==> config.mk <==
export PLATFORM = sky130hd
export DESIGN_NAME = phy_negotiation_strap_led_control
export DESIGN_NICKNAME = d
export VERILOG_FILES = /design/src/include/phy_pkg.sv /design/src/include/led_status_if.sv /design/src/design/phy_negotiation_strap_led_control.sv /design/src/design/an_sequencer.sv /design/src/design/led_driver.sv
export VERILOG_INCLUDE_DIRS = /design/src /design/src/include
export SDC_FILE = /design/constraint.sdc
export NUM_CORES = 1
export LEC_CHECK = 0
export BUFFER_PORTS_ARGS = -buffer_cell sky130_fd_sc_hd__buf_4
export CORE_UTILIZATION = 33
export CTS_BUF_LIST = sky130_fd_sc_hd__clkbuf_16
export CTS_CLUSTER_DIAMETER = 30
export DETAILED_ROUTE_END_ITERATION = 8
export PLACE_DENSITY_LB_ADDON = 0.25
export SLEW_MARGIN = 40
export SYNTH_ARGS = -nofsm -noshare
export SYNTH_HDL_FRONTEND = slang
export SYNTH_SLANG_ARGS = --single-unit
==> constraint.sdc <==
create_clock -name clk_i -period 4.7 [get_ports clk_i]
set_input_delay 0.47 -clock clk_i [delete_from_list [all_inputs] [get_ports clk_i]]
set_output_delay 0.47 -clock clk_i [all_outputs]
set_load 0.02 [all_outputs]
==> src/include/phy_cfg.svh <==
// Register offsets, field positions, reset values and timing constants.
`ifndef PHY_CFG_SVH
`define PHY_CFG_SVH
`define REG_BASIC 5'h00
`define REG_ADV 5'h04
`define REG_LEDOVR 5'h18
`define REG_PHYCTL 5'h19
`define BC_LOOPBACK 14
`define BC_SPEED 13
`define BC_ANEN 12
`define BC_PWRDN 11
`define BC_ISOLATE 10
`define BC_RESTART 9
`define BC_DUPLEX 8
`define BC_COLTEST 7
`define BC_WMASK 16'h7D80
`define PC_AUTOX 15
`define PC_FORCEX 14
`define PC_LEDCFG_HI 6
`define PC_LEDCFG_LO 5
`define ADV_SELECTOR 5'h01
`define ADV_RESET 4'hF
`define ADDR_RESET 5'h01
`define NLP_NEEDED 3'h7
`define CLK_KHZ 125000
`define BREAK_LINK_MS 1500
`define AN_DONE_MS 3000
`define LINK_LOSS_MS 50
`define XOVER_SLOT_MS 62
`define STRETCH_MS 50
`define BLINK_MS 100
`define STRAP_SETTLE 2'h3
`endif

==> src/include/phy_pkg.sv <==
// Types shared by the negotiation and LED logic.
package phy_pkg;
	typedef enum logic [1:0] {
		AN_OFF = 2'b00,
		AN_BREAK = 2'b01,
		AN_NEG = 2'b10,
		AN_UP = 2'b11
	} an_state_t;
	typedef enum logic [1:0] {
		SCH_1 = 2'b01,
		SCH_2 = 2'b10,
		SCH_3 = 2'b11
	} led_scheme_t;
endpackage : phy_pkg

==> src/include/led_status_if.sv <==
// Link status carried from the top level to the LED driver.
`timescale 1ns/1ps
interface led_status_if;
	logic link_good;
	logic speed100;
	logic full_duplex;
	logic activity;
	logic collision;
	modport src (output link_good, speed100, full_duplex, activity, collision);
	modport sink (input link_good, speed100, full_duplex, activity, collision);
endinterface : led_status_if

==> src/design/phy_negotiation_strap_led_control.sv <==
// Negotiation control, crossover, strap latching, isolate and LED control.
// Functional notes
// RULE1: restart bit write restarts negotiation anytime.
// RULE2: lost link after negotiation resumes negotiation.
// RULE3: renegotiation silences transmit until break-link expiry.
// RULE4: software clears then sets enable after forced start.
// RULE5: negotiation allowed about three seconds before timeout.
// RULE6: automatic crossover picks pairs with random seed.
// RULE7: crossover on after reset, strap or register configurable.
// RULE8: force-crossover bit always swaps the pairs.
// RULE9: five address straps latched into control bits.
// RULE10: strapped address zero isolates, written zero does not.
// RULE11: unstrapped address defaults to one.
// RULE12: system gives each device a unique address.
// RULE13: isolate bit in basic control enters isolate.
// RULE14: isolate ignores transmit, floats MII, keeps management.
// RULE15: isolate keeps idles, pulses and negotiation running.
// RULE16: LED scheme from control bits or strap.
// RULE17: link LED steady, or blinking with activity.
// RULE18: ten megabit link after seven pulses or packet.
// RULE19: rate LED high in 100, low in 10.
// RULE20: third LED shows activity, collision or duplex.
// RULE21: LED polarity inverse of its sampled strap.
// RULE22: override register drives LEDs, reads register only.
// RULE23: negotiation straps force mode or set advertisement.
// RULE24: activity events stretched to visible length.
`timescale 1ns/1ps
`include "phy_cfg.svh"
module phy_negotiation_strap_led_control #(
	parameter int BREAK_CYCLES = `BREAK_LINK_MS * `CLK_KHZ,
	parameter int DONE_CYCLES = `AN_DONE_MS * `CLK_KHZ,
	parameter int LOSS_CYCLES = `LINK_LOSS_MS * `CLK_KHZ,
	parameter int SLOT_CYCLES = `XOVER_SLOT_MS * `CLK_KHZ,
	parameter int STRETCH_CYCLES = `STRETCH_MS * `CLK_KHZ,
	parameter int BLINK_CYCLES = `BLINK_MS * `CLK_KHZ
) (
	// Clock, reset and clock enable
	input wire logic clk_i,
	input wire logic rst_b_i,
	input wire logic ce_i,
	// Strap pins
	input wire logic [4:0] management_address_strap_i,
	input wire logic negotiation_enable_strap_i,
	input wire logic negotiation_mode_strap_high_i,
	input wire logic negotiation_mode_strap_low_i,
	input wire logic led_scheme_select_strap_i,
	input wire logic automatic_crossover_strap_i,
	// Management register port
	input wire logic [4:0] mgmt_addr_i,
	input wire logic [15:0] mgmt_wdata_i,
	input wire logic mgmt_wr_i,
	input wire logic mgmt_rd_i,
	output logic [15:0] mgmt_rdata_o,
	output logic mgmt_rvalid_o,
	// Receive and transmit side status
	input wire logic signal_detect_i,
	input wire logic link_pulse_i,
	input wire logic valid_packet_i,
	input wire logic an_complete_i,
	input wire logic speed100_i,
	input wire logic full_duplex_i,
	input wire logic tx_activity_i,
	input wire logic rx_activity_i,
	input wire logic collision_i,
	// Negotiation and media control
	output logic an_enable_o,
	output logic tx_quiet_o,
	output logic flp_enable_o,
	output logic an_timeout_o,
	output logic forced_speed100_o,
	output logic forced_full_duplex_o,
	output logic [3:0] advertise_o,
	output logic mdi_swap_o,
	output logic link_good_o,
	// MII isolate control
	output logic isolate_o,
	output logic mii_oe_o,
	output logic tx_accept_o,
	output logic media_data_en_o,
	output logic media_idle_en_o,
	output logic [4:0] phy_address_o,
	// LED pins
	output logic link_indicator_o,
	output logic rate_indicator_o,
	output logic activity_collision_indicator_o
);
	////////////////////////////////////////////////////////////////////////////////
	// Strap synchroniser and latch.
	logic [9:0] strap_raw, strap_s1_r, strap_s2_r;
	logic [1:0] settle_r, settle_nxt;
	logic done_r, done_nxt, latch;
	logic [2:0] led_low_r, led_low_nxt;

	assign strap_raw = {automatic_crossover_strap_i, led_scheme_select_strap_i,
		negotiation_enable_strap_i, negotiation_mode_strap_high_i,
		negotiation_mode_strap_low_i, management_address_strap_i};

	always_comb begin
		settle_nxt = (settle_r != `STRAP_SETTLE) ? settle_r + 2'h1 : settle_r;
		latch = (settle_r == `STRAP_SETTLE) && !done_r; // see RULE9
		done_nxt = done_r || latch;
		led_low_nxt = latch ? {strap_s2_r[7], strap_s2_r[6], strap_s2_r[5]} : led_low_r; // see RULE21
	end

	always_ff @(posedge clk_i or negedge rst_b_i) begin
		if (!rst_b_i) begin
			strap_s1_r <= 10'h0;
			strap_s2_r <= 10'h0;
			settle_r <= 2'h0;
			done_r <= 1'b0;
			led_low_r <= 3'h0;
		end else if (ce_i) begin
			strap_s1_r <= strap_raw;
			strap_s2_r <= strap_s1_r;
			settle_r <= settle_nxt;
			done_r <= done_nxt;
			led_low_r <= led_low_nxt;
		end
	end

	////////////////////////////////////////////////////////////////////////////////
	// Management registers.
	logic [15:0] bc_r, bc_nxt;
	logic [3:0] adv_r, adv_nxt;
	logic [5:0] ledo_r, ledo_nxt;
	logic [1:0] xo_r, xo_nxt;
	logic [1:0] cfg_r, cfg_nxt;
	logic [4:0] addr_r, addr_nxt;
	logic iso_strap_r, iso_strap_nxt, arm_r, arm_nxt, restart_r, restart_nxt;
	logic [15:0] rdata_nxt;
	logic wr_bc;

	always_comb begin
		bc_nxt = bc_r;
		adv_nxt = adv_r;
		ledo_nxt = ledo_r;
		xo_nxt = xo_r;
		cfg_nxt = cfg_r;
		addr_nxt = addr_r;
		iso_strap_nxt = iso_strap_r;
		arm_nxt = arm_r;
		wr_bc = mgmt_wr_i && (mgmt_addr_i == `REG_BASIC);
		restart_nxt = wr_bc && mgmt_wdata_i[`BC_RESTART]; // see RULE1
		if (latch) begin
			addr_nxt = strap_s2_r[4:0]; // see RULE9
			iso_strap_nxt = (strap_s2_r[4:0] == 5'h00); // see RULE10
			cfg_nxt = {1'b0, strap_s2_r[8]}; // see RULE16
			xo_nxt = {strap_s2_r[9], 1'b0}; // see RULE7
			bc_nxt[`BC_ANEN] = strap_s2_r[7];
			arm_nxt = strap_s2_r[7];
			if (strap_s2_r[7]) begin
				case (strap_s2_r[6:5]) // see RULE23
					2'h0: adv_nxt = 4'h3;
					2'h1: adv_nxt = 4'hC;
					2'h2: adv_nxt = 4'h5;
					default: adv_nxt = 4'hF;
				endcase
			end else begin
				bc_nxt[`BC_SPEED] = strap_s2_r[6]; // see RULE23
				bc_nxt[`BC_DUPLEX] = strap_s2_r[5];
			end
		end else if (mgmt_wr_i) begin
			case (mgmt_addr_i)
				`REG_BASIC: begin
					bc_nxt = mgmt_wdata_i & `BC_WMASK; // see RULE13
					if (!mgmt_wdata_i[`BC_ANEN])
						arm_nxt = 1'b1; // see RULE4
				end
				`REG_ADV: adv_nxt = mgmt_wdata_i[8:5];
				`REG_LEDOVR: ledo_nxt = mgmt_wdata_i[5:0]; // see RULE22
				`REG_PHYCTL: begin
					xo_nxt = mgmt_wdata_i[`PC_AUTOX:`PC_FORCEX]; // see RULE7
					cfg_nxt = mgmt_wdata_i[`PC_LEDCFG_HI:`PC_LEDCFG_LO]; // see RULE16
					addr_nxt = mgmt_wdata_i[4:0]; // see RULE10
				end
				default: ;
			endcase
		end
		case (mgmt_addr_i)
			`REG_BASIC: rdata_nxt = bc_r;
			`REG_ADV: rdata_nxt = {7'h0, adv_r, `ADV_SELECTOR};
			`REG_LEDOVR: rdata_nxt = {10'h0, ledo_r}; // see RULE22
			`REG_PHYCTL: rdata_nxt = {xo_r, 7'h0, cfg_r, addr_r};
			default: rdata_nxt = 16'h0;
		endcase
	end

	always_ff @(posedge clk_i or negedge rst_b_i) begin
		if (!rst_b_i) begin
			bc_r <= 16'h0;
			adv_r <= `ADV_RESET;
			ledo_r <= 6'h0;
			xo_r <= 2'h2;
			cfg_r <= 2'h0;
			addr_r <= `ADDR_RESET; // see RULE11
			iso_strap_r <= 1'b0;
			arm_r <= 1'b0;
			restart_r <= 1'b0;
			mgmt_rdata_o <= 16'h0;
			mgmt_rvalid_o <= 1'b0;
		end else if (ce_i) begin
			bc_r <= bc_nxt;
			adv_r <= adv_nxt;
			ledo_r <= ledo_nxt;
			xo_r <= xo_nxt;
			cfg_r <= cfg_nxt;
			addr_r <= addr_nxt;
			iso_strap_r <= iso_strap_nxt;
			arm_r <= arm_nxt;
			restart_r <= restart_nxt;
			if (mgmt_rd_i)
				mgmt_rdata_o <= rdata_nxt; // see RULE14
			mgmt_rvalid_o <= mgmt_rd_i;
		end
	end

	////////////////////////////////////////////////////////////////////////////////
	// Ten megabit link detection.
	logic [2:0] nlp_r, nlp_nxt;
	logic [31:0] loss_r, loss_nxt;
	logic link10_r, link10_nxt, link_good;

	always_comb begin
		nlp_nxt = nlp_r;
		link10_nxt = link10_r;
		loss_nxt = loss_r + 32'h1;
		if (link_pulse_i || valid_packet_i) begin
			loss_nxt = 32'h0;
			if (nlp_r != `NLP_NEEDED)
				nlp_nxt = nlp_r + 3'h1;
			if (valid_packet_i || nlp_r == `NLP_NEEDED - 3'h1 || nlp_r == `NLP_NEEDED)
				link10_nxt = 1'b1; // see RULE18
		end else if (loss_r >= 32'(LOSS_CYCLES - 1)) begin
			loss_nxt = loss_r;
			nlp_nxt = 3'h0;
			link10_nxt = 1'b0; // see RULE18
		end
		link_good = speed100_i ? signal_detect_i : link10_r;
	end

	always_ff @(posedge clk_i or negedge rst_b_i) begin
		if (!rst_b_i) begin
			nlp_r <= 3'h0;
			loss_r <= 32'h0;
			link10_r <= 1'b0;
		end else if (ce_i) begin
			nlp_r <= nlp_nxt;
			loss_r <= loss_nxt;
			link10_r <= link10_nxt;
		end
	end

	////////////////////////////////////////////////////////////////////////////////
	// Negotiation sequencing.
	logic an_active, seq_quiet, seq_flp, seq_tmo;

	assign an_active = bc_r[`BC_ANEN] && arm_r; // see RULE4

	an_sequencer #(
		.BREAK_CYCLES(BREAK_CYCLES),
		.DONE_CYCLES(DONE_CYCLES)
	) u_seq (
		.clk_i(clk_i),
		.rst_b_i(rst_b_i),
		.ce_i(ce_i),
		.an_active_i(an_active),
		.restart_i(restart_r),
		.link_good_i(link_good),
		.an_complete_i(an_complete_i),
		.quiet_o(seq_quiet),
		.flp_o(seq_flp),
		.timeout_o(seq_tmo)
	);

	////////////////////////////////////////////////////////////////////////////////
	// Crossover selection.
	logic [15:0] lfsr_r, lfsr_nxt;
	logic [31:0] slot_r, slot_nxt;
	logic mdix_r, mdix_nxt, auto_ok;

	always_comb begin
		lfsr_nxt = {lfsr_r[14:0], lfsr_r[15] ^ lfsr_r[13] ^ lfsr_r[12] ^ lfsr_r[10]};
		auto_ok = xo_r[1] && an_active; // see RULE7
		slot_nxt = (slot_r >= 32'(SLOT_CYCLES - 1)) ? 32'h0 : slot_r + 32'h1;
		mdix_nxt = mdix_r;
		if (!auto_ok)
			mdix_nxt = 1'b0;
		else if (!link_good && slot_r >= 32'(SLOT_CYCLES - 1) && lfsr_r[0])
			mdix_nxt = !mdix_r; // see RULE6
	end

	always_ff @(posedge clk_i or negedge rst_b_i) begin
		if (!rst_b_i) begin
			lfsr_r <= 16'hACE1;
			slot_r <= 32'h0;
			mdix_r <= 1'b0;
		end else if (ce_i) begin
			lfsr_r <= lfsr_nxt;
			slot_r <= slot_nxt;
			mdix_r <= mdix_nxt;
		end
	end

	////////////////////////////////////////////////////////////////////////////////
	// Registered outputs.
	logic isolate;

	assign isolate = iso_strap_r || bc_r[`BC_ISOLATE]; // see RULE10

	always_ff @(posedge clk_i or negedge rst_b_i) begin
		if (!rst_b_i) begin
			an_enable_o <= 1'b0;
			tx_quiet_o <= 1'b0;
			flp_enable_o <= 1'b0;
			an_timeout_o <= 1'b0;
			forced_speed100_o <= 1'b0;
			forced_full_duplex_o <= 1'b0;
			advertise_o <= `ADV_RESET;
			mdi_swap_o <= 1'b0;
			link_good_o <= 1'b0;
			isolate_o <= 1'b0;
			mii_oe_o <= 1'b0;
			tx_accept_o <= 1'b0;
			media_data_en_o <= 1'b0;
			media_idle_en_o <= 1'b0;
			phy_address_o <= `ADDR_RESET;
		end else if (ce_i) begin
			an_enable_o <= an_active;
			tx_quiet_o <= seq_quiet; // see RULE3
			flp_enable_o <= seq_flp;
			an_timeout_o <= seq_tmo;
			forced_speed100_o <= bc_r[`BC_SPEED];
			forced_full_duplex_o <= bc_r[`BC_DUPLEX];
			advertise_o <= adv_r;
			mdi_swap_o <= xo_r[0] || mdix_r; // see RULE8
			link_good_o <= link_good;
			isolate_o <= isolate; // see RULE13
			mii_oe_o <= !isolate; // see RULE14
			tx_accept_o <= !isolate && !seq_quiet; // see RULE14
			media_data_en_o <= !isolate && !seq_quiet; // see RULE15
			media_idle_en_o <= !seq_quiet; // see RULE15
			phy_address_o <= addr_r;
		end
	end

	////////////////////////////////////////////////////////////////////////////////
	// LED driver.
	led_status_if lst ();

	assign lst.link_good = link_good;
	assign lst.speed100 = speed100_i;
	assign lst.full_duplex = full_duplex_i;
	assign lst.activity = tx_activity_i || rx_activity_i;
	assign lst.collision = collision_i && !full_duplex_i; // see RULE20

	logic [2:0] leds;

	led_driver #(
		.STRETCH_CYCLES(STRETCH_CYCLES),
		.BLINK_CYCLES(BLINK_CYCLES)
	) u_led (
		.clk_i(clk_i),
		.rst_b_i(rst_b_i),
		.ce_i(ce_i),
		.st(lst.sink),
		.cfg_i(cfg_r),
		.act_low_i(led_low_r),
		.ovr_en_i(ledo_r[5:3]),
		.ovr_val_i(ledo_r[2:0]),
		.leds_o(leds)
	);

	assign link_indicator_o = leds[0];
	assign rate_indicator_o = leds[1];
	assign activity_collision_indicator_o = leds[2];

	////////////////////////////////////////////////////////////////////////////////
	// Checks.
	AST_ISO_STRAP: assert property (@(posedge clk_i) disable iff (!rst_b_i)
		ce_i && iso_strap_r |=> isolate_o && !mii_oe_o && !tx_accept_o) // see RULE10
		else $error("strapped address zero did not isolate");
	AST_ADDR_WRITE: assert property (@(posedge clk_i) disable iff (!rst_b_i)
		ce_i && !latch && mgmt_wr_i && mgmt_addr_i == `REG_PHYCTL && !iso_strap_r
		&& !bc_r[`BC_ISOLATE] |=> ##1 !isolate_o) // see RULE10
		else $error("written address zero entered isolate");
	AST_FORCE_SWAP: assert property (@(posedge clk_i) disable iff (!rst_b_i)
		ce_i && xo_r[0] |=> mdi_swap_o) // see RULE8
		else $error("force crossover did not swap pairs");
	AST_NO_AUTO_FORCED: assert property (@(posedge clk_i) disable iff (!rst_b_i)
		ce_i && !an_active && !xo_r[0] && !mdix_r |=> !mdi_swap_o && !mdix_r) // see RULE7
		else $error("crossover switched in forced mode");
	AST_LINK_SEVEN: assert property (@(posedge clk_i) disable iff (!rst_b_i)
		ce_i && link_pulse_i && nlp_r == 3'h6 |=> link10_r) // see RULE18
		else $error("link not declared after seventh pulse");
	AST_ISO_IDLES: assert property (@(posedge clk_i) disable iff (!rst_b_i)
		isolate_o && !tx_quiet_o |-> media_idle_en_o && !media_data_en_o) // see RULE15
		else $error("isolate stopped idles or passed data");
endmodule : phy_negotiation_strap_led_control

==> src/design/an_sequencer.sv <==
// Negotiation restart, break-link hold-off and completion timeout.
`timescale 1ns/1ps
`include "phy_cfg.svh"
module an_sequencer #(
	parameter int BREAK_CYCLES = `BREAK_LINK_MS * `CLK_KHZ,
	parameter int DONE_CYCLES = `AN_DONE_MS * `CLK_KHZ
) (
	// Clock and reset
	input wire logic clk_i,
	input wire logic rst_b_i,
	input wire logic ce_i,
	// Control
	input wire logic an_active_i,
	input wire logic restart_i,
	input wire logic link_good_i,
	input wire logic an_complete_i,
	// Status
	output logic quiet_o,
	output logic flp_o,
	output logic timeout_o
);
	phy_pkg::an_state_t st_r, st_nxt;
	logic [31:0] cnt_r, cnt_nxt;
	logic tmo_nxt;

	always_comb begin
		st_nxt = st_r;
		cnt_nxt = cnt_r;
		tmo_nxt = timeout_o;
		case (st_r)
			phy_pkg::AN_OFF: begin
				if (an_active_i) begin
					st_nxt = phy_pkg::AN_BREAK;
					cnt_nxt = 32'h0;
				end
			end
			phy_pkg::AN_BREAK: begin
				cnt_nxt = cnt_r + 32'h1;
				if (cnt_r >= 32'(BREAK_CYCLES - 1)) begin // see RULE3
					st_nxt = phy_pkg::AN_NEG;
					cnt_nxt = 32'h0;
				end
			end
			phy_pkg::AN_NEG: begin
				if (cnt_r < 32'(DONE_CYCLES - 1))
					cnt_nxt = cnt_r + 32'h1;
				else
					tmo_nxt = 1'b1; // see RULE5
				if (an_complete_i && link_good_i) begin
					st_nxt = phy_pkg::AN_UP;
					tmo_nxt = 1'b0;
				end
			end
			phy_pkg::AN_UP: begin
				if (!link_good_i) begin // see RULE2
					st_nxt = phy_pkg::AN_NEG;
					cnt_nxt = 32'h0;
				end
			end
			default: st_nxt = phy_pkg::AN_OFF;
		endcase
		if (an_active_i && restart_i) begin // see RULE1
			st_nxt = phy_pkg::AN_BREAK;
			cnt_nxt = 32'h0;
			tmo_nxt = 1'b0;
		end
		if (!an_active_i) begin
			st_nxt = phy_pkg::AN_OFF;
			tmo_nxt = 1'b0;
		end
	end

	always_ff @(posedge clk_i or negedge rst_b_i) begin
		if (!rst_b_i) begin
			st_r <= phy_pkg::AN_OFF;
			cnt_r <= 32'h0;
			timeout_o <= 1'b0;
			quiet_o <= 1'b0;
			flp_o <= 1'b0;
		end else if (ce_i) begin
			st_r <= st_nxt;
			cnt_r <= cnt_nxt;
			timeout_o <= tmo_nxt;
			quiet_o <= (st_nxt == phy_pkg::AN_BREAK);
			flp_o <= (st_nxt == phy_pkg::AN_NEG);
		end
	end

	AST_QUIET_AFTER_RESTART: assert property (@(posedge clk_i) disable iff (!rst_b_i)
		ce_i && an_active_i && restart_i |=> quiet_o && !flp_o) // see RULE3
		else $error("break-link hold-off did not start on restart");
	AST_FLP_AFTER_BREAK: assert property (@(posedge clk_i) disable iff (!rst_b_i)
		$fell(quiet_o) && $past(an_active_i) && $past(ce_i) && !$past(restart_i)
		|-> flp_o) // see RULE3
		else $error("no FLP bursts after break-link timer");
endmodule : an_sequencer

==> src/design/led_driver.sv <==
// Three status LEDs: schemes, activity stretching, polarity and override.
`timescale 1ns/1ps
`include "phy_cfg.svh"
module led_driver #(
	parameter int STRETCH_CYCLES = `STRETCH_MS * `CLK_KHZ,
	parameter int BLINK_CYCLES = `BLINK_MS * `CLK_KHZ
) (
	// Clock and reset
	input wire logic clk_i,
	input wire logic rst_b_i,
	input wire logic ce_i,
	// Status and configuration
	led_status_if.sink st,
	input wire logic [1:0] cfg_i,
	input wire logic [2:0] act_low_i,
	input wire logic [2:0] ovr_en_i,
	input wire logic [2:0] ovr_val_i,
	// LED pins, bit 0 link, bit 1 rate, bit 2 activity, collision or duplex
	output logic [2:0] leds_o
);
	logic [31:0] act_cnt_r, act_cnt_nxt, blk_cnt_r, blk_cnt_nxt;
	logic phase_r, phase_nxt, act_on;
	logic [2:0] on, leds_nxt;
	phy_pkg::led_scheme_t sch;

	always_comb begin
		sch = cfg_i[0] ? phy_pkg::SCH_1 : (cfg_i[1] ? phy_pkg::SCH_3 : phy_pkg::SCH_2); // see RULE16
		act_cnt_nxt = st.activity ? 32'(STRETCH_CYCLES - 1) :
			(act_cnt_r != 32'h0 ? act_cnt_r - 32'h1 : 32'h0); // see RULE24
		act_on = st.activity || (act_cnt_r != 32'h0);
		blk_cnt_nxt = blk_cnt_r + 32'h1;
		phase_nxt = phase_r;
		if (blk_cnt_r >= 32'(BLINK_CYCLES - 1)) begin
			blk_cnt_nxt = 32'h0;
			phase_nxt = !phase_r;
		end
		on[1] = st.speed100; // see RULE19
		case (sch)
			phy_pkg::SCH_1: begin
				on[0] = st.link_good; // see RULE17
				on[2] = act_on; // see RULE20
			end
			phy_pkg::SCH_2: begin
				on[0] = st.link_good && !(act_on && phase_r); // see RULE17
				on[2] = st.collision; // see RULE20
			end
			phy_pkg::SCH_3: begin
				on[0] = st.link_good && !(act_on && phase_r);
				on[2] = st.full_duplex; // see RULE20
			end
			default: begin
				on[0] = 1'b0;
				on[2] = 1'b0;
			end
		endcase
		for (int i = 0; i < 3; i++)
			leds_nxt[i] = (ovr_en_i[i] ? ovr_val_i[i] : on[i]) ^ act_low_i[i]; // see RULE21
	end

	always_ff @(posedge clk_i or negedge rst_b_i) begin
		if (!rst_b_i) begin
			act_cnt_r <= 32'h0;
			blk_cnt_r <= 32'h0;
			phase_r <= 1'b0;
			leds_o <= 3'h0;
		end else if (ce_i) begin
			act_cnt_r <= act_cnt_nxt;
			blk_cnt_r <= blk_cnt_nxt;
			phase_r <= phase_nxt;
			leds_o <= leds_nxt;
		end
	end

	AST_RATE_LED: assert property (@(posedge clk_i) disable iff (!rst_b_i)
		ce_i && !ovr_en_i[1] |=> leds_o[1] == ($past(st.speed100) ^ $past(act_low_i[1]))) // see RULE19
		else $error("rate indicator does not follow speed");
	AST_OVERRIDE: assert property (@(posedge clk_i) disable iff (!rst_b_i)
		ce_i && ovr_en_i[2] |=> leds_o[2] == ($past(ovr_val_i[2]) ^ $past(act_low_i[2]))) // see RULE22
		else $error("LED override not applied");
endmodule : led_driver

* Word level (Yosys, flattened, before mapping)
Cells that the tools add are included.
Word-level totals: ROM bits 0, input port bits 45, memories kept 0, bits in latches 0, word-level logic and storage cells 217, bits in registers 283, output and inout bits 42, RAM bits 0
Operators by class: bitwise logic cells 7, $mul 0, shift operators 0, div/mod/pow operators 0, mux-type cells 64, equality and inequality tests 30, order comparisons 5, $add $sub $neg 7, reduce and logical (&&, ||, !) cells 57
Operators with widths (count):
- two-way mux 32 bit | 11
- adder 32 x 1 -> 32 bit, second input constant | 4
- case mux 32 bit (4 select lines) | 1
- greater-or-equal comparator 32 x 23 -> 1 bit, second input constant | 2
- case mux 16 bit (4 select lines) | 1
- greater-or-equal comparator 32 x 24 -> 1 bit, second input constant | 1
- greater-or-equal comparator 32 x 28 -> 1 bit, second input constant | 1
- < comparator 32 x 29 -> 1 bit, second input constant | 1
- nonzero test 32 bit | 1
- subtractor 32 x 1 -> 32 bit, second input constant | 1
- two-way mux 14 bit | 2
- two-way mux 2 bit | 13
- AND reduction 4 bit | 6
- two-way mux 1 bit | 22
- two-way mux 4 bit | 4
- two-way mux 5 bit | 3
- AND reduction 3 bit | 5
- == test 2 bit, second input constant | 7
- logical AND 1 bit | 13
- case mux 4 bit (3 select lines) | 1
- AND reduction 2 bit | 6
- == test 5 bit, second input constant | 2
- zero test 5 bit | 2
- nonzero test 2 bit | 5
- 21 further kinds | 55

* Logic depth before layout (Yosys ltp)
Gate-level depths: netlist of run 1.
depth after elaboration 8, gate-level depth with buffers 9, mapped depth without buffers 8

* Modules after synthesis
A second synthesis of run 1 with hierarchy kept.
Second synthesis, totals: cells, all modules 1443, area, all modules 14316.2 um^2
By module, submodules not included:
- phy_negotiation_strap_led_control | instances 1, cells an instance 749, area an instance 8169.1 um^2
- led_driver | instances 1, cells an instance 395, area an instance 3658.5 um^2
- an_sequencer | instances 1, cells an instance 299, area an instance 2488.6 um^2

* Least setup slack after synthesis of run 1
Ideal clock, no wire load.
path kind register -> register, start point register u_led.act_cnt_r[14], end point register u_led.act_cnt_r[14], buffers on the path 1, data arrival time 2413 ps, cell stages (with the launch flop) 7, period minus slack after synthesis 2534 ps, path slack 2166 ps, cell sequence dfrtp_1 > or4_4 > or4b_4 > nor4b_4 > buf_2 > o21ai_0 > a22o_2
On the way: longest elaborated chain between the ends 3, elaborated cells between the ends (all ways) 4
Ends and longest elaborated chain:
- start, declared | line led_driver.sv:21 | logic [31:0] act_cnt_r, act_cnt_nxt, blk_cnt_r, blk_cnt_nxt;
- start signal, assigned | line led_driver.sv:67 | act_cnt_r <= act_cnt_nxt;
- subtractor 32 x 1 -> 32 bit / nonzero test 32 bit (equally long branches) | line led_driver.sv:29 | (act_cnt_r != 32'h0 ? act_cnt_r - 32'h1 : 32'h0);
- two-way mux 32 bit * | line led_driver.sv:29
- two-way mux 32 bit * | line led_driver.sv:28 | act_cnt_nxt = st.activity ? 32'(STRETCH_CYCLES - 1) :
Mark *: on every way between the ends. The rest lies on a longest branch, timed or not. A chain may end at the register's enable or synchronous reset.

* Final worst setup path of run 1
start point register u_led.act_cnt_r[14], end point register u_led.act_cnt_r[27]
Same word-level chain as after synthesis.

==> results.json, run 1 <==
{
  "cpPeakStageDelay_ns": 0.68,
  "r2r_end": "u_led.act_cnt_r[27]",
  "tightestPinTransition_ns": 0.7708,
  "num_vias": 11157,
  "ys_types": 79,
  "multiInputGateArea_mm2": 0.006698,
  "synth.largest_area_cell": "dfrtp_1",
  "crit_chain": "or4_4 -> or4b_4 -> nor4b_4 -> nor3_1 -> nor2_2 -> nor2_1",
  "wirelength_mm": 35.39,
  "fin_crit_ns": 3.144,
  "root_buffer": "clkbuf_16",
  "period_share_pct": 66.90,
  "route.detailed.wl_per_inst_um": 16.63,
  "worst-setup-path-type": "flip-flop to flip-flop",
  "remaining_drc_errors": 0,
  "clk_pin_slew_ns": 0.05,
  "area_growth_pct": 25.31,
  "drtIter0Drc": 676,
  "grt_pass1_wl_mm": 58.77,
  "stdcell_count": 2128,
  "cp_max_fo": 17,
  "critPathLaunchType": "flip-flop",
  "die_area_mm2": 0.04368,
  "maxCapViolCount": 0,
  "cts.path.max_buffers": 3,
  "fp.dieW_um": 209.0,
  "grt_pass1_vias": 11115,
  "final_nets": 1597,
  "arrival_ns": 3.55,
  "timing.critical_path.buf_inv": 0,
  "antenna_left": 0,
  "synth_seq_area_share_pct": 50.08,
  "antenna_found_initial": 1,
  "avgSynthCellArea_um2": 9.943,
  "design_area_mm2": 0.01772,
  "htree_num_levels": 3,
  "async_flop_share_pct": 100.0,
  "syn-num-nets": 1487,
  "finalSetupViolations": 0,
  "rsz0062_at_grt": "no",
  "cp_top_family": "simple AND/OR/NAND/NOR gates",
  "dp_cells": 1998,
  "std_cell_rows": 75,
  "cellPowerDensity_mw_per_mm2": 512.6,
  "hold_violations": 0,
  "cts_tree": "done",
  "ir_drop_uv": 328.2,
  "clock-sinks": 282,
  "cts_inserted_buffers": 70,
  "synth_area_leaders": "dfrtp_1, mux2_2, nor2_1",
  "dpl_cell_area_mm2": 0.01539,
  "grt_max_degree": 117,
  "core_mm2": 0.04213,
  "start_util_pct": 33.56,
  "reg2reg_slack_ns": 1.56,
  "min_path_type": "primary input to flip-flop",
  "outcome": "completed",
  "slew_violations": 0,
  "cp-end-kind": "flip-flop",
  "rr_startpoint": "u_led.act_cnt_r[14]",
  "syn_inst": 1422,
  "r2r_cells": 6,
  "cp.required_ns": 5.11,
  "first_pass_iters": 5,
  "crit_slowest_cell": "nor4b_4",
  "fin_setup_tns_ns": 0,
  "grt_usage_pct": 16.57,
  "gp_congestion": 0.8326,
  "yosys.area.top_type_share_pct": 46.55,
  "grt-ovfl-total": 0,
  "viasPerCell": 5.243,
  "layout_common_cells": "dfrtp_1, nor2_1, nand2_1",
  "layout-drive-gt1-share_pct": 20.28,
  "clock_latency_ns": 0.58,
  "ys_seq_elements": 282,
  "post_cts_buffers": 0,
  "pin_count": 87,
  "power.leakage_nw": 7.871,
  "clock_skew_ns": 0.02561,
  "yosys_warnings": 0,
  "dpl.hpwl_mm": 23.49,
  "yosys_most_used_dff": "dfrtp_1",
  "final_common_cell": "dfrtp_1",
  "fmax_mhz": 318.1,
  "fillers": 4083,
  "crit_cells": 6,
  "endpoint": "u_led.act_cnt_r[27]",
  "syn_area_mm2": 0.01414,
  "die_h_um": 209.0,
  "seqCellArea_mm2": 0.007081,
  "startpoint": "u_led.act_cnt_r[14]",
  "port_buffers": 85,
  "max_slew_margin_pct": 48.42,
  "synth_edf_count": 0
}
[flip-flops by register name, summed over array words and instances, names as in the netlist, 3 cells and up]
signal           count
phy_address_o        5
nlp_r                3
lfsr_r              16
u_led.leds_o         3
adv_r                4
u_led.blk_cnt_r     32
strap_s1_r          10
led_low_r            3
mgmt_rdata_o        15
u_seq.cnt_r         32
addr_r               5
u_led.act_cnt_r     32
strap_s2_r          10
advertise_o          4
bc_r                 7
ledo_r               6
slot_r              32
loss_r              32
[what timing repair did]
item / 4_1_cts / 5_1_grt
hold endpoints to repair: 76 / 0
resized for setup: 0 / 0
hold buffers: 1 / 0
[Yosys cell counts, drive strengths merged, types with 14 or more instances]
cell and number:
dfrtp 263, nor2 181, nand2 126, mux2 70
o21ai 54, nand3 49, clkbuf 47, a21oi 43
nand4 41, nor3 39, xnor2 39, and3 38
xor2 38, inv 32, nor4 30, a31oi 28
a22o 26, buf 20, ha 20, dfstp 19
o31ai 17, nor2b 16, or3 15, a221o 14
mux2i 14, or4 14
[kinds of logic after synthesis]
kind of cell    after synthesis  synth area share [%]
compound gates              254                 12.41
xor+xnor                     77                 4.770
fa+ha+maj                    20                 1.770
buf+inv                      99                 2.788
flops                       282                 50.08
mux                          84                 6.566
other cells                   1               0.02652
simple gates                605                 21.59
[where the power goes]
part,switching (mW),internal (mW),leakage [nW]
clock network,1.47,3.17,1.17
registers,0.319,2.85,3.61
logic,0.688,0.573,3.09
[worst min path at each step]
stage                           startpoint   endpoint  depth (start not counted)
after floorplan                    rst_b_i  addr_r[1]                          0
after global placement              done_r     done_r                          1
after detailed placement            done_r     done_r                          1
after CTS                 mgmt_wdata_i[11]   bc_r[11]                          2
after global routing      mgmt_wdata_i[11]   bc_r[11]                          2
final                     mgmt_wdata_i[11]   bc_r[11]                          2
[layout make-up]
cell class / count / share of cell area [%]
diodes: 1 / 0.01412
clock buffers: 71 / 10.03
clock inverters: 57 / 3.016
inverters: 32 / 0.6780
multi-input cells: 1041 / 37.80
flip-flops and latches: 282 / 39.96
well taps: 539 / 3.806
repair buffers: 105 / 4.689
[routing by layer]
layer / global-route usage (%) / wire length [µm]
met1: 22.71 / 16950
met2: 25.90 / 16410
met3: 3.937 / 1415
met4: 4.919 / 609
met5: 0 / 0
[metrics by stage]
step	hold slack [ns]	utilization [%]	power, mW	setup WS, ns
after floorplan	0.1744	-	3.966	2.166
after detailed placement	0.4670	36.53	4.470	1.552
final	0.1320	42.05	9.081	1.556
after CTS	0.09648	42.04	9.204	1.532
after global placement	0.4547	36.42	4.430	1.592
after global routing	0.1166	42.04	9.507	1.334
Note: power is estimated with default switching activity, not from simulation.
==> run 2, diff against run 1 <==
- clock period: 4.7 -> 3.3 ns (I/O delays scaled with it)
==> results.json, run 2 (synthesis gave the netlist of run 1 again) <==
{
  "cts.path.max_buffers": 3,
  "multiInputGateArea_mm2": 0.006673,
  "hold-path-endpoint": "adv_r[3]",
  "dp_slack_ns": 0.3781,
  "rr_startpoint": "u_seq.cnt_r[31]",
  "first_pass_iters": 5,
  "grt.busiest_layer": "met2",
  "p_sw_share_pct": 27.18,
  "p_seq_share_pct": 33.4,
  "dp_cells": 2011,
  "cp_top_family": "simple AND/OR/NAND/NOR gates",
  "die_area_mm2": 0.04368,
  "clock_skew_ns": 0.01965,
  "intPower_mw": 9.847,
  "fin_setup_tns_ns": 0,
  "design_area_mm2": 0.01823,
  "clock-sinks": 282,
  "worst-setup-path-type": "flip-flop to flip-flop",
  "cp_max_fo": 14,
  "cts_inserted_buffers": 75,
  "ir_drop_uv": 654.7,
  "route.detailed.wl_per_inst_um": 16.23,
  "final_common_cell": "dfrtp_1",
  "cp-end-kind": "flip-flop",
  "cpPeakStageDelay_ns": 0.55,
  "hold_buffers": 23,
  "min_path_type": "primary input to flip-flop",
  "wirelength_mm": 35.25,
  "combPwrFrac_pct": 13.7,
  "dpl_cell_area_mm2": 0.01548,
  "pin_count": 87,
  "postLayoutSetupSlackWorst_ns": 0.4041,
  "num_vias": 11323,
  "hold_violations": 0,
  "finalSetupViolations": 0,
  "reg2reg_slack_ns": 0.40,
  "period_share_pct": 87.76,
  "stdcell_count": 2171,
  "post_cts_buffers": 0,
  "clock_latency_ns": 0.58,
  "outcome": "completed",
  "holdCritStartpoint": "mgmt_wdata_i[8]",
  "crit_slowest_cell": "or4_1",
  "critPathLaunchType": "flip-flop",
  "dpl.hpwl_mm": 23.56,
  "remaining_drc_errors": 0,
  "htree_num_levels": 3,
  "fillers": 4003,
  "clk_pin_slew_ns": 0.05,
  "cts_tree": "done",
  "final_nets": 1637,
  "area_growth_pct": 28.91,
  "viasPerCell": 5.216,
  "root_buffer": "clkbuf_16",
  "r2r_end": "u_seq.cnt_r[8]",
  "power.leakage_nw": 8.088,
  "use_met1_pct": 22.83,
  "die_h_um": 209.0,
  "antennaDiodeCount": 0,
  "crit_chain": "or4_1 -> o211a_1 -> o31ai_1 -> a21oi_2 -> nor3_4 -> buf_4 -> a221o_1",
  "cellPowerDensity_mw_per_mm2": 742.0,
  "arrival_ns": 3.41,
  "start_util_pct": 33.56,
  "grt-ovfl-total": 0,
  "rsz0062_at_grt": "no",
  "layout_common_cells": "dfrtp_1, nor2_1, nand2_1",
  "port_buffers": 85,
  "fin_util_pct": 43.26,
  "layout-drive-gt1-share_pct": 21.02,
  "fmax_mhz": 345.3,
  "r2r_cells": 7,
  "slew_violations": 0,
  "max_slew_margin_pct": 48.39,
  "fp.dieW_um": 209.0,
  "power.switching_mw": 3.676,
  "grt_usage_pct": 16.81,
  "grtUsageMet2_pct": 25.83,
  "antenna_found_initial": 1,
  "grt_pass1_wl_mm": 59.55,
  "tightestPinTransition_ns": 0.7671,
  "std_cell_rows": 75,
  "drtIter0Drc": 680,
  "seqCellArea_mm2": 0.007081,
  "fin_crit_ns": 2.896,
  "grt_max_degree": 74,
  "clockPowerShare_pct": 52.8,
  "antenna_left": 0,
  "timing.critical_path.buf_inv": 1,
  "hold_path_depth": 3,
  "maxCapViolCount": 0,
  "globalRouteMet3Util_pct": 3.742,
  "cts_resized": 0,
  "core_mm2": 0.04213,
  "grt_pass1_vias": 11439,
  "gp_congestion": 0.7996,
  "cp.required_ns": 3.81
}
[run 2: worst max path at each step]
stage | start | end | slack, ns | depth (start not counted)
floorplan | u_led.act_cnt_r[14] | u_led.act_cnt_r[14] | 0.77 | 6
global placement | u_seq.cnt_r[30] | u_seq.cnt_r[0] | 0.22 | 6
detailed placement | u_seq.cnt_r[31] | u_seq.cnt_r[8] | 0.38 | 7
CTS | u_seq.cnt_r[31] | u_seq.cnt_r[8] | 0.36 | 7
global route | u_seq.cnt_r[31] | u_seq.cnt_r[8] | 0.19 | 7
finish | u_seq.cnt_r[31] | u_seq.cnt_r[8] | 0.40 | 7
[run 2: power groups by stage]
stage               sequential (mW)  combinational [mW]  clock, mW
floorplan                      4.54                1.11          0
global placement               4.55                1.82          0
detailed placement             4.56                1.86          0
CTS                            4.52                1.89       7.30
global route                   4.60                2.06       7.50
finish                         4.52                1.86       7.15
[run 2: area by class of cell]
type / count / area share [%]
Clock inverter: 62 / 3.487
Inverter: 32 / 0.6590
Timing Repair Buffer: 140 / 6.398
Tap cell: 539 / 3.700
Multi-Input combinational cell: 1041 / 36.61
Sequential cell: 282 / 38.85
Clock buffer: 75 / 10.30
[run 2: metal layers]
layer  up-vias  wire (µm)
met5         -         13
met4         2        919
met3        69       1449
met2       227      16120
met1      5517      16750
li1       5508          -
[run 2: per-stage QoR]
stage / power (mW) / hold slack, ns
floorplan: 5.649 / 0.03441
global placement: 6.369 / 0.3580
detailed placement: 6.419 / 0.3578
CTS: 13.71 / 0.01101
global route: 14.16 / 0.05233
finish: 13.52 / 0.04870
[run 2: worst min-delay path, cell delays in order]
cell and delay, ns:
buf_4 0.09, o211ai_1 0.09, o21ai_0 0.08
==> run 3, diff against run 2 <==
- CORE_ASPECT_RATIO: default -> 1.75
==> results.json, run 3 (synthesis gave the netlist of run 1 again) <==
{
  "layout-drive-gt1-share_pct": 19.96,
  "remaining_drc_errors": 0,
  "combPwrFrac_pct": 16.2,
  "p_sw_share_pct": 29.36,
  "dpl.hpwl_mm": 25.95,
  "max_slew_margin_pct": 52.80,
  "cp_max_fo": 10,
  "wirelength_mm": 37.03,
  "start_util_pct": 33.33,
  "endpoint": "u_seq.cnt_r[18]",
  "cp-end-kind": "flip-flop",
  "final_common_cell": "dfrtp_1",
  "route.detailed.wl_per_inst_um": 17.23,
  "htree_num_levels": 2,
  "period_share_pct": 82.41,
  "fp.dieW_um": 158.5,
  "cts.path.max_buffers": 3,
  "hold_violations": 0,
  "post_cts_buffers": 0,
  "power.switching_mw": 3.419,
  "r2r_end": "u_seq.cnt_r[18]",
  "gp_congestion": 0.8144,
  "antenna_found_initial": 0,
  "die_h_um": 275.8,
  "clock_latency_ns": 0.57,
  "rsz0062_at_grt": "no",
  "cp.required_ns": 3.74,
  "stdcell_count": 2149,
  "fillers": 4114,
  "arrival_ns": 3.16,
  "whs_ns": 0.03005,
  "cts_resized": 0,
  "tightestPinTransition_ns": 0.7026,
  "rr_startpoint": "u_seq.cnt_r[18]",
  "maxCapViolCount": 0,
  "reg2reg_slack_ns": 0.58,
  "grt_pass1_wl_mm": 61.24,
  "postLayoutSetupSlackWorst_ns": 0.5805,
  "die_area_mm2": 0.04371,
  "crit_chain": "or4b_1 -> nor4_1 -> a211oi_1 -> a21oi_2 -> nor3_4 -> buf_4 -> a221o_1",
  "fin_setup_tns_ns": 0,
  "clk_pin_slew_ns": 0.05,
  "r2r_cells": 7,
  "crit_cells": 7,
  "crit_slowest_cell": "or4b_1",
  "pin_count": 87,
  "slew_violations": 0,
  "grt-ovfl-total": 0,
  "finalSetupViolations": 0,
  "std_cell_rows": 100,
  "min_path_type": "primary input to flip-flop",
  "viasPerCell": 5.265,
  "dp_slack_ns": 0.5670,
  "num_vias": 11314,
  "drtIter0Drc": 487,
  "clock_skew_ns": 0.01674,
  "finalPower_mw": 11.64,
  "clockPowerShare_pct": 44.9,
  "core_mm2": 0.04242,
  "cts_tree": "done",
  "cp_top_family": "simple AND/OR/NAND/NOR gates",
  "timing.critical_path.buf_inv": 1,
  "layout_common_cells": "dfrtp_1, nor2_1, nand2_1",
  "hold_buffers": 19,
  "fmax_mhz": 367.7,
  "clock-sinks": 282,
  "area_growth_pct": 23.45,
  "cts_inserted_buffers": 49,
  "p_seq_share_pct": 38.9,
  "dp_cells": 2037,
  "port_buffers": 85,
  "cpPeakStageDelay_ns": 0.58,
  "first_pass_iters": 5,
  "intPower_mw": 8.224,
  "grt_usage_pct": 17.73,
  "ir_drop_uv": 509.5,
  "grt_pass1_vias": 11659,
  "startpoint": "u_seq.cnt_r[18]",
  "cellPowerDensity_mw_per_mm2": 667.0,
  "antennaDiodeCount": 0,
  "critPathLaunchType": "flip-flop",
  "fin_crit_ns": 2.720,
  "grt_max_degree": 91,
  "root_buffer": "clkbuf_16",
  "outcome": "completed",
  "antenna_left": 0,
  "power.leakage_nw": 7.709,
  "final_nets": 1612,
  "worst-setup-path-type": "flip-flop to flip-flop"
}
run 3: changes by cell type in the layout (fill, tap and decap cells not counted), sizes merged:
cell         before  now
dlygate4sd3      23   19
clkbuf           75   50
inv              45   49
clkinvlp          9    6
clkinv           30   13
buf             117  122
bufinv           10    6
run 3: metal layers:
metal  global-route usage, %  routed length (µm)  vias to the layer above
li1                        -                   -                     5429
met1                   20.03               14890                     5610
met2                   32.84               19680                      196
met3                   2.120                1081                       79
met4                   7.920                1381                        0
met5                       0                   0                        -
run 3: worst min path at each step:
stage | start | to | slack [ns] | cells past startpoint
final | mgmt_wdata_i[7] | bc_r[7] | 0.03 | 2
after floorplan | rst_b_i | addr_r[1] | 0.03 | 0
after global routing | mgmt_wdata_i[7] | bc_r[7] | 0.02 | 2
after CTS | mgmt_wdata_i[0] | addr_r[0] | 0.005 | 3
after global placement | rst_b_i | an_timeout_o | 0.43 | 1
after detailed placement | rst_b_i | an_timeout_o | 0.44 | 1
run 3: stage by stage:
stage / area (µm²) / util, %
3_3_place_gp: 15530 / 36.60
3_5_place_dp: 15530 / 36.61
6_report: 17450 / 41.15
2_1_floorplan: 14140 / -
5_1_grt: 17450 / 41.15
4_1_cts: 17420 / 41.08
run 3: power by group through the flow:
stage	Clock (mW)	Combinational, mW	Sequential (mW)
final	5.23	1.89	4.52
after floorplan	0	1.11	4.54
after detailed placement	0	1.89	4.59
after global placement	0	1.84	4.57
after global routing	5.50	2.09	4.61
after CTS	5.36	1.91	4.53
run 3: cell type report:
type | count | area (µm²) | area share (%)
sequential | 282 | 7081 | 40.57
multi-input combinational | 1041 | 6675 | 38.24
clock buffer | 50 | 1251 | 7.168
timing repair buffer | 141 | 1171 | 6.710
tap | 561 | 701.9 | 4.022
clock inverter | 42 | 454.2 | 2.602
inverter | 32 | 120.1 | 0.6882
